## config.mk

```make
export PLATFORM = sky130hd
export DESIGN_NAME = tsiha_top
export DESIGN_NICKNAME = d
export VERILOG_FILES = /design/src/hdl/tsiha_pkg.sv /design/src/hdl/tsiha_mem.sv /design/src/hdl/tsiha_top.sv
export SDC_FILE = /design/constraint.sdc
export NUM_CORES = 2
export LEC_CHECK = 0
export BUFFER_PORTS_ARGS = -buffer_cell sky130_fd_sc_hd__buf_2
export CORE_MARGIN = 5
export CORE_UTILIZATION = 30
export CTS_CLUSTER_SIZE = 16
export DETAILED_ROUTE_END_ITERATION = 10
export GPL_ROUTABILITY_DRIVEN = 0
export MAX_ROUTING_LAYER = met4
export SYNTH_ARGS = -nofsm -noshare
export SYNTH_HDL_FRONTEND = slang
export SYNTH_SLANG_ARGS = --single-unit
```

## constraint.sdc

```tcl
create_clock -name clk_in -period 11.4 [get_ports clk_in]
set_input_delay 2.28 -clock clk_in [delete_from_list [all_inputs] [get_ports clk_in]]
set_output_delay 2.28 -clock clk_in [all_outputs]
set_load 0.1 [all_outputs]
```

## src/hdl/tsiha_pkg.sv

```systemverilog
// Purpose: Shared constants and carriers for the switch host access block
// Assumes: 40 MHz core clock, 6-bit address, 8-bit data host port
// Notes: Memory depth is 4 streams of 32 channels
package tsiha_pkg;

  localparam int ADDR_W = 6;
  localparam int DATA_W = 8;
  localparam int CHAN_W = 5;
  localparam int STRM_W = 2;
  localparam int IDX_W = 7;
  localparam int MEM_DEPTH = 128;

  // Address decode
  localparam int ADDR_CHAN_BIT = 5;
  localparam logic [1:0] CTRL_LOW_ADDR = 2'h0;

  // switch_control layout
  localparam logic [7:0] CTRL_RESET = 8'h00;
  localparam logic [7:0] CTRL_RW_MASK = 8'hdb;
  localparam int CTRL_SPLIT_BIT = 7;
  localparam int CTRL_FORCE_BIT = 6;
  localparam int CTRL_MEM_HI = 4;
  localparam int CTRL_MEM_LO = 3;
  localparam int CTRL_STRM_HI = 1;
  localparam int CTRL_STRM_LO = 0;

  // target_memory_field codes
  localparam logic [1:0] MEM_NONE = 2'h0;
  localparam logic [1:0] MEM_DATA = 2'h1;
  localparam logic [1:0] MEM_CONN_LOW = 2'h2;
  localparam logic [1:0] MEM_CONN_HIGH = 2'h3;

  // conn_mem_high and conn_mem_low fields
  localparam int HIGH_SRC_BIT = 2;
  localparam int HIGH_OE_BIT = 0;
  localparam int LOW_ADDR_HI = 6;
  localparam int LOW_ADDR_LO = 0;

  // Acknowledge limits
  localparam int CLK_HZ = 40_000_000;
  localparam int CM_ACK_NS = 800;
  localparam int DM_ACK_NS = 1220;
  localparam int CM_ACK_CYC = (CM_ACK_NS * (CLK_HZ / 1_000_000)) / 1000;
  localparam int DM_ACK_CYC = (DM_ACK_NS * (CLK_HZ / 1_000_000)) / 1000;

  typedef struct packed {
    logic cs_b;
    logic ds;
    logic rw;
    logic [ADDR_W-1:0] addr;
    logic [DATA_W-1:0] data;
    logic drive_pin;
  } tsiha_pins_t;

  localparam tsiha_pins_t PINS_RESET = '{cs_b: 1'b1, ds: 1'b0, rw: 1'b0,
                                         addr: 6'h00, data: 8'h00,
                                         drive_pin: 1'b0};

  typedef struct packed {
    logic valid;
    logic [STRM_W-1:0] stream;
    logic [CHAN_W-1:0] chan;
  } tsiha_slot_req_t;

  typedef struct packed {
    logic valid;
    logic [IDX_W-1:0] idx;
    logic [DATA_W-1:0] data;
  } tsiha_dm_wr_t;

  typedef enum logic [1:0] {
    ST_IDLE = 2'b01,
    ST_ACK = 2'b10
  } tsiha_state_t;

endpackage

```

## src/hdl/tsiha_mem.sv

```systemverilog
// Purpose: 128 x 8 flip-flop memory, one write port, two read ports
// Assumes: Single clock, content undefined until written
// Notes: No reset on storage, as in the switch itself
`timescale 1ns/1ps
module tsiha_mem
  import tsiha_pkg::*;
(
  input wire logic clk_in,                    // core clock
  input wire logic wr_en_in,                  // write strobe
  input wire logic [IDX_W-1:0] wr_idx_in,     // write index
  input wire logic [DATA_W-1:0] wr_data_in,   // write data
  input wire logic [IDX_W-1:0] rd_a_idx_in,   // host read index
  output logic [DATA_W-1:0] rd_a_data_out,    // host read data
  input wire logic [IDX_W-1:0] rd_b_idx_in,   // slot read index
  output logic [DATA_W-1:0] rd_b_data_out     // slot read data
);

  logic [DATA_W-1:0] mem_q [MEM_DEPTH];

  for (genvar i = 0; i < MEM_DEPTH; i++) begin : g_entry
    always_ff @(posedge clk_in) begin
      if (wr_en_in && wr_idx_in == IDX_W'(i)) begin
        mem_q[i] <= wr_data_in;
      end
    end
  end

  assign rd_a_data_out = mem_q[rd_a_idx_in];
  assign rd_b_data_out = mem_q[rd_b_idx_in];

endmodule

```

## src/hdl/tsiha_top.sv

```systemverilog
// Purpose: Host access decode and per-slot output control of the switch
// Assumes: Host pins are asynchronous; slot and data-memory ports are on
//   the core clock
// Notes: Host reads and writes finish well inside the acknowledge limits
// Function
// - A5,A1,A0 low selects switch_control register
// - A5 high: low five bits index channel
// - Stream field picks memory stream subsection
// - Memory field: 01 data, 10 low, 11 high
// - Split mode: reads data memory, writes low
// - Force bit acts as source and enable set
// - Source bit high outputs low byte each frame
// - Source bit low: low byte addresses data
// - Output drive low holds all slots released
// - Drive high: enable bit gates each slot
// - Low byte bits 6-5 stream, 4-0 channel
// - Acknowledge within 800 ns or 1220 ns
`timescale 1ns/1ps
module tsiha_top
  import tsiha_pkg::*;
(
  input wire logic clk_in,                      // 40 MHz core clock
  input wire logic rst_b_in,                    // async reset, active low
  input wire logic chip_sel_b_in,               // host chip select, low
  input wire logic data_strobe_in,              // host data strobe, high
  input wire logic rw_in,                       // high read, low write
  input wire logic [ADDR_W-1:0] addr_in,        // host address A5..A0
  input wire logic [DATA_W-1:0] data_in,        // host data bus, in
  output logic [DATA_W-1:0] data_out,           // host data bus, out
  output logic data_oe_out,                     // data bus driven
  output logic access_ack_strobe_b_out,         // acknowledge, low
  input wire logic master_output_drive_in,      // master drive pin
  input wire tsiha_slot_req_t slot_req_in,      // next slot to prepare
  input wire tsiha_dm_wr_t dm_wr_in,            // received byte store
  output logic [DATA_W-1:0] slot_data_out,      // prepared slot byte
  output logic slot_drive_out                   // slot driver enable
);

  localparam int ACK_LIM = CM_ACK_CYC;

  // Pin synchronisers
  tsiha_pins_t pins_raw;
  tsiha_pins_t sync1_q;
  tsiha_pins_t sync2_q;

  assign pins_raw = '{cs_b: chip_sel_b_in, ds: data_strobe_in, rw: rw_in,
                      addr: addr_in, data: data_in,
                      drive_pin: master_output_drive_in};

  always_ff @(posedge clk_in or negedge rst_b_in) begin
    if (!rst_b_in) begin
      sync1_q <= PINS_RESET;
      sync2_q <= PINS_RESET;
    end else begin
      sync1_q <= pins_raw;
      sync2_q <= sync1_q;
    end
  end

  // Host decode
  tsiha_state_t state_q;
  tsiha_state_t state_d;
  logic [7:0] ctrl_q;
  logic [DATA_W-1:0] rdata_q;
  logic rd_act_q;

  wire req_s = !sync2_q.cs_b && sync2_q.ds;
  wire acc_go = (state_q == ST_IDLE) && req_s;
  wire host_rd = sync2_q.rw;
  wire is_chan = sync2_q.addr[ADDR_CHAN_BIT];
  wire is_ctrl = !is_chan && (sync2_q.addr[1:0] == CTRL_LOW_ADDR);
  wire split_on = ctrl_q[CTRL_SPLIT_BIT];
  wire force_on = ctrl_q[CTRL_FORCE_BIT];
  wire [1:0] mem_sel = ctrl_q[CTRL_MEM_HI:CTRL_MEM_LO];
  wire [STRM_W-1:0] strm_sel = ctrl_q[CTRL_STRM_HI:CTRL_STRM_LO];
  // Split routing is fixed per direction, ignoring the memory field
  wire [1:0] eff_mem = !split_on ? mem_sel :
                       (host_rd ? MEM_DATA : MEM_CONN_LOW);
  wire [IDX_W-1:0] host_idx = {strm_sel, sync2_q.addr[CHAN_W-1:0]};
  wire chan_wr = acc_go && is_chan && !host_rd;
  wire low_we = chan_wr && (eff_mem == MEM_CONN_LOW);
  wire high_we = chan_wr && (eff_mem == MEM_CONN_HIGH);
  wire ctrl_we = acc_go && is_ctrl && !host_rd;

  logic [DATA_W-1:0] dm_host;
  logic [DATA_W-1:0] low_host;
  logic [DATA_W-1:0] high_host;
  logic [DATA_W-1:0] dm_slot;
  logic [DATA_W-1:0] low_slot;
  logic [DATA_W-1:0] high_slot;

  // Code 00 and unmapped addresses read as zero
  wire [DATA_W-1:0] chan_rd =
    (eff_mem == MEM_DATA) ? dm_host :
    (eff_mem == MEM_CONN_LOW) ? low_host :
    (eff_mem == MEM_CONN_HIGH) ? high_host : 8'h00;
  wire [DATA_W-1:0] rd_mux = is_chan ? chan_rd :
                             (is_ctrl ? (ctrl_q & CTRL_RW_MASK) :
                             8'h00);

  always_comb begin
    state_d = state_q;
    unique case (state_q)
      ST_IDLE: begin
        if (req_s) begin
          state_d = ST_ACK;
        end
      end
      ST_ACK: begin
        if (!req_s) begin
          state_d = ST_IDLE;
        end
      end
      default: begin
        state_d = ST_IDLE;
      end
    endcase
  end

  always_ff @(posedge clk_in or negedge rst_b_in) begin
    if (!rst_b_in) begin
      state_q <= ST_IDLE;
    end else begin
      state_q <= state_d;
    end
  end

  always_ff @(posedge clk_in or negedge rst_b_in) begin
    if (!rst_b_in) begin
      ctrl_q <= CTRL_RESET;
    end else if (ctrl_we) begin
      ctrl_q <= sync2_q.data & CTRL_RW_MASK;
    end
  end

  always_ff @(posedge clk_in or negedge rst_b_in) begin
    if (!rst_b_in) begin
      rdata_q <= 8'h00;
      rd_act_q <= 1'b0;
    end else if (acc_go) begin
      rdata_q <= host_rd ? rd_mux : 8'h00;
      rd_act_q <= host_rd;
    end
  end

  assign data_out = rdata_q;
  assign data_oe_out = (state_q == ST_ACK) && rd_act_q;
  assign access_ack_strobe_b_out = (state_q != ST_ACK);

  // Slot preparation
  wire [IDX_W-1:0] slot_idx = {slot_req_in.stream, slot_req_in.chan};
  wire [IDX_W-1:0] src_idx = low_slot[LOW_ADDR_HI:LOW_ADDR_LO];
  wire src_cpu = force_on || high_slot[HIGH_SRC_BIT];
  wire src_oe = force_on || high_slot[HIGH_OE_BIT];
  logic [DATA_W-1:0] slot_data_q;
  logic slot_oe_q;

  always_ff @(posedge clk_in or negedge rst_b_in) begin
    if (!rst_b_in) begin
      slot_data_q <= 8'h00;
      slot_oe_q <= 1'b0;
    end else if (slot_req_in.valid) begin
      slot_data_q <= src_cpu ? low_slot : dm_slot;
      slot_oe_q <= src_oe;
    end
  end

  assign slot_data_out = slot_data_q;
  // Gated after the register so a falling drive pin releases once through the two sync flops, with no new request
  assign slot_drive_out = slot_oe_q && sync2_q.drive_pin;

  // Data memory has no host write port at all
  tsiha_mem u_dm (
    .clk_in(clk_in),
    .wr_en_in(dm_wr_in.valid),
    .wr_idx_in(dm_wr_in.idx),
    .wr_data_in(dm_wr_in.data),
    .rd_a_idx_in(host_idx),
    .rd_a_data_out(dm_host),
    .rd_b_idx_in(src_idx),
    .rd_b_data_out(dm_slot)
  );

  tsiha_mem u_low_mem (
    .clk_in(clk_in),
    .wr_en_in(low_we),
    .wr_idx_in(host_idx),
    .wr_data_in(sync2_q.data),
    .rd_a_idx_in(host_idx),
    .rd_a_data_out(low_host),
    .rd_b_idx_in(slot_idx),
    .rd_b_data_out(low_slot)
  );

  tsiha_mem u_high_mem (
    .clk_in(clk_in),
    .wr_en_in(high_we),
    .wr_idx_in(host_idx),
    .wr_data_in(sync2_q.data),
    .rd_a_idx_in(host_idx),
    .rd_a_data_out(high_host),
    .rd_b_idx_in(slot_idx),
    .rd_b_data_out(high_slot)
  );
endmodule
```

==> summary.txt <==
Run status
  • Run status: finished, violations left
  • Failing checks: max-capacitance violations, max-slew violations

Yosys
  • Post-synthesis adder-cell area fraction: 0%
  • Xor/xnor share of the synthesized area: 0%
  • Syn Nets: 7,387
  • Main combinational cell family by area after synthesis: multiplexers
  • Flops & latches, synth: 3,134
  • Syn avg cell area: 19.2 µm²
  • Asr flop ratio synth: 1.98%
  • Synth Area in Simple Gates: 4.58%
  • Main synth FF type: edfxtp_1
  • Syn. warnings: 0
  • Seq/Total Area, Yosys: 66.6%
  • Yosys cell types: 88
  • Post-synth EDFFs: between 3,000 and 4,000
  • Mapped Area: roughly 0.14 mm²
  • Gate Count Post-Synth: between 7,000 and 8,000
  • Post-synthesis compound-gate area fraction: 2.19%
  • Post-synthesis mux area share: about a quarter

Pwr
  • Pint: 19.8 mW
  • Net Sw Frac: between 20 and 25%
  • Pwr Density: between 150 and 200 mW/mm²
  • Sequential power share: between 40% and 50%
  • Peak VDD IR: 126 µV
  • Clock power frac: 40.6%
  • P_leak: 49.1 nW
  • Comb pwr share: between 10% and 20%
  • Power Total: 26.3 mW
  • Psw: 6.54 mW

Layout
  • Nets: 7,473
  • Synth-to-Final Area Change: 12.9%
  • Post-layout instance area: between 0.15 and 0.2 mm²
  • Layout cells sized above 1: 29.1%

Timing
  • Worst Clk Skew: between 0.08 and 0.09 ns
  • Period utilisation layout: 78.6%
  • Rel. slew slack: -9.41%
  • RSZ-0062 raised after global routing: false
  • Peak Freq: 112 MHz
  • Slew @ Worst Pin: 1.64 ns
  • Fin Hold WS: 0.347 ns
  • Tmin final: 8.97 ns
  • Final Hold Vio Count: 0
  • Fin. max-slew vios: 20
  • Setup TNS: 0 ns
  • Final setup fails: 0

Setup path
  • Critical path depth: 16
  • Internal reg-to-reg setup slack: 5.00 ns
  • CP endpoint kind: flip-flop
  • Top delay family on crit path: compound AO/OA/AOI/OAI gates
  • Worst Setup Start Kind: primary input
  • Reg-to-reg critical path startpoint: u_low_mem.mem_q[15][4]
  • CP bufs+invs: 4
  • Slowest CP cell: o41ai_1
  • CP Data Required Time: 12.20 ns
  • CP Cell Sequence: buf_8 -> buf_4 -> and2_1 -> a22oi_1 -> nand3_1 -> o311a_1 -> nand4_4 -> nor2_8 -> buf_12 -> buf_4 -> nand2_1 -> a32oi_1 -> a31oi_1 -> o41ai_1 -> nand4_1 -> a31oi_1
  • Critical path type: primary input to flip-flop
  • FF-to-FF End: slot_data_out[0]
  • CP Launch Point: slot_req_in[1]
  • CP Capture Point: slot_data_out[0]
  • Critical path peak fanout: 135
  • Critical Path AT: 9.77 ns
  • Slowest cell delay on critical path: 1.37 ns
  • Register-to-Register Path Depth: 12

Clock network
  • CTS H-Tree Depth: 5
  • Post-cts sizing count: 0
  • Clock Latency Late Sink: ~0.93 ns
  • CTS tree: done
  • Post-CTS setup repair buffer count: 0
  • CTS Buf Count: 324
  • Root Buffer: clkbuf_16
  • Worst-path clk slew: 0.06 ns
  • Clock Sinks: 3,134
  • CTS max path bufs: 4
  • Hold_buf cts: 0

Routing
  • Final ANT Viol Nets: 0
  • Vias after detailed routing: 80,154
  • DRC errors left: 0
  • Avg WL per Cell: 32.3 µm
  • Vias per Instance: 5.76
  • Starting DRC count in detailed routing: 11,859
  • Post-Route WL: 449,000 µm
  • Pre-Repair DR Iteration Count: 7

Global route
  • M2 GR Usage: 28.4%
  • GR Overflow Total: 0
  • Busiest grt layer: met2
  • Initial antenna violation count: 30
  • First-pass GRT wire length: 628,000 µm
  • Largest net degree at the start of global routing: 207
  • Met3 Track Usage GR: 4.40%
  • Vias in the first global route: 79,493
  • Met1 Usage GRT: between 20% and 30%
  • All-layer global routing usage: 18.6%

Floorplan
  • Placeable Area: about 0.47 mm²
  • # rows: roughly 250
  • Initial Utilization: 30.1%
  • Die height: 695 µm
  • Die area: approximately 0.48 mm²
  • Die Wd: 695 µm
  • I/O pin count: 63

Hold path
  • HP Class: flip-flop to flip-flop

Place
  • Hpwl dp: 285,000 µm
  • Port Buf Inserts: 62
  • Placed cell area: 0.148 mm²

Run
  • Max-Cap Viols: 5
==> cell usage after synthesis (8+ instances only) <==
library cell / number / area (µm²)
a21oi_1: 56 / 280
mux2_2: 36 / 405
a32oi_1: 45 / 394
buf_6: 23 / 259
buf_2: 132 / 661
a22oi_1: 59 / 443
nand2b_1: 22 / 138
edfxtp_1: 3072 / 92200
buf_4: 55 / 413
mux2i_1: 328 / 3280
a221oi_1: 12 / 105
nand3_1: 212 / 1060
mux4_2: 1364 / 30700
nor2b_1: 24 / 150
o211ai_1: 8 / 60.1
o21ai_0: 43 / 215
dfrtp_1: 59 / 1480
nor2_1: 455 / 1710
nand2_1: 637 / 2390
clkbuf_1: 215 / 807
nand4_1: 33 / 206
inv_1: 12 / 45.0
a211oi_1: 21 / 158
a31oi_1: 50 / 313
buf_12: 10 / 200
and3_1: 24 / 150
a311oi_1: 24 / 210
and2_1: 12 / 75.1
o22ai_1: 25 / 156
nor3_1: 25 / 125
buf_1: 94 / 353
o2111ai_1: 10 / 87.6
==> per-stage QoR <==
stage | utilization [%] | setup slack [ns] | cells
3_3_place_gp | 31.8 | 2.04 | 13301
3_5_place_dp | 31.8 | 2.08 | 13301
6_report | 34.0 | 2.43 | 13920
2_1_floorplan | - | 5.58 | 7343
4_1_cts | 34.0 | 3.01 | 13878
5_1_grt | 34.0 | 2.48 | 13914
==> per-layer routing <==
layer | up-vias | wire length [µm]
met5 | - | 0
met4 | 0 | 19300
met3 | 921 | 48200
met2 | 5077 | 210000
met1 | 43115 | 172000
li1 | 31041 | -
==> cells by family after synthesis <==
kind of cell	after synthesis
AOI/OAI and AO/OA	427
buffers and inverters	552
DFF	3134
muxes	1735
and+or+nand+nor	1495
==> state kept, by name, indices dropped and copies added, names as in the netlist <==
name              flops
ctrl_q                6
host_rd               1
host_idx              5
data_out              8
sync1_q              18
state_q               2
u_low_mem.mem_q    1024
u_high_mem.mem_q   1024
u_dm.mem_q         1024
is_chan               1
slot_oe_q             1
sync2_q              11
slot_data_out         8
rd_act_q              1
==> how the worst min path moves through the flow <==
stage	startpoint	endpoint	slack [ns]	depth (start not counted)
finish	sync1_q[10]	host_idx[1]	0.35	0
global route	sync1_q[6]	sync2_q[6]	0.36	0
CTS	sync1_q[10]	host_idx[1]	0.35	0
detailed placement	sync1_q[10]	host_idx[1]	0.33	0
global placement	sync1_q[10]	host_idx[1]	0.33	0
floorplan	sync1_q[9]	host_idx[0]	0.33	0
==> power by group through the flow <==
stage                     Clock [mW]  Combinational (mW)  Sequential, mW
after floorplan                    0                1.59            13.1
after global placement             0                2.77            13.0
after detailed placement           0                2.79            13.0
after CTS                       10.8                2.79            12.8
after global routing            11.3                2.91            12.8
final                           10.7                2.83            12.8
==> cell type report <==
class | count | area, µm²
Fill cell | 43616 | 308000
Sequential cell | 3134 | 93900
Multi-Input combinational cell | 3657 | 44300
Clock buffer | 392 | 8620
Tap cell | 6198 | 7750
Timing Repair Buffer | 294 | 2450
Clock inverter | 185 | 1870
Antenna cell | 42 | 105
Inverter | 18 | 72.6
==> cells in the final DEF, fill, tap and decap left out, types with 21 or more instances in the layout <==
cell type  instances
o22ai_1           25
buf_2             48
clkinv_2          51
a311oi_1          24
nand3_1          206
a32oi_1           45
buf_12            27
a21oi_1           56
clkinv_1          63
a22oi_1           59
nand2b_1          22
and3_1            24
edfxtp_1        3072
diode_2           42
nor2b_1           23
mux4_2          1364
clkbuf_16        333
nand2_1          627
o21ai_0           43
bufinv_16         32
mux2_2            36
nand4_1           33
a211oi_1          21
nor2_1           452
nor3_1            24
a31oi_1           50
dfrtp_1           44
mux2i_1          328
clkbuf_1          52
buf_4            216
Power figures use the tool's default switching activity.
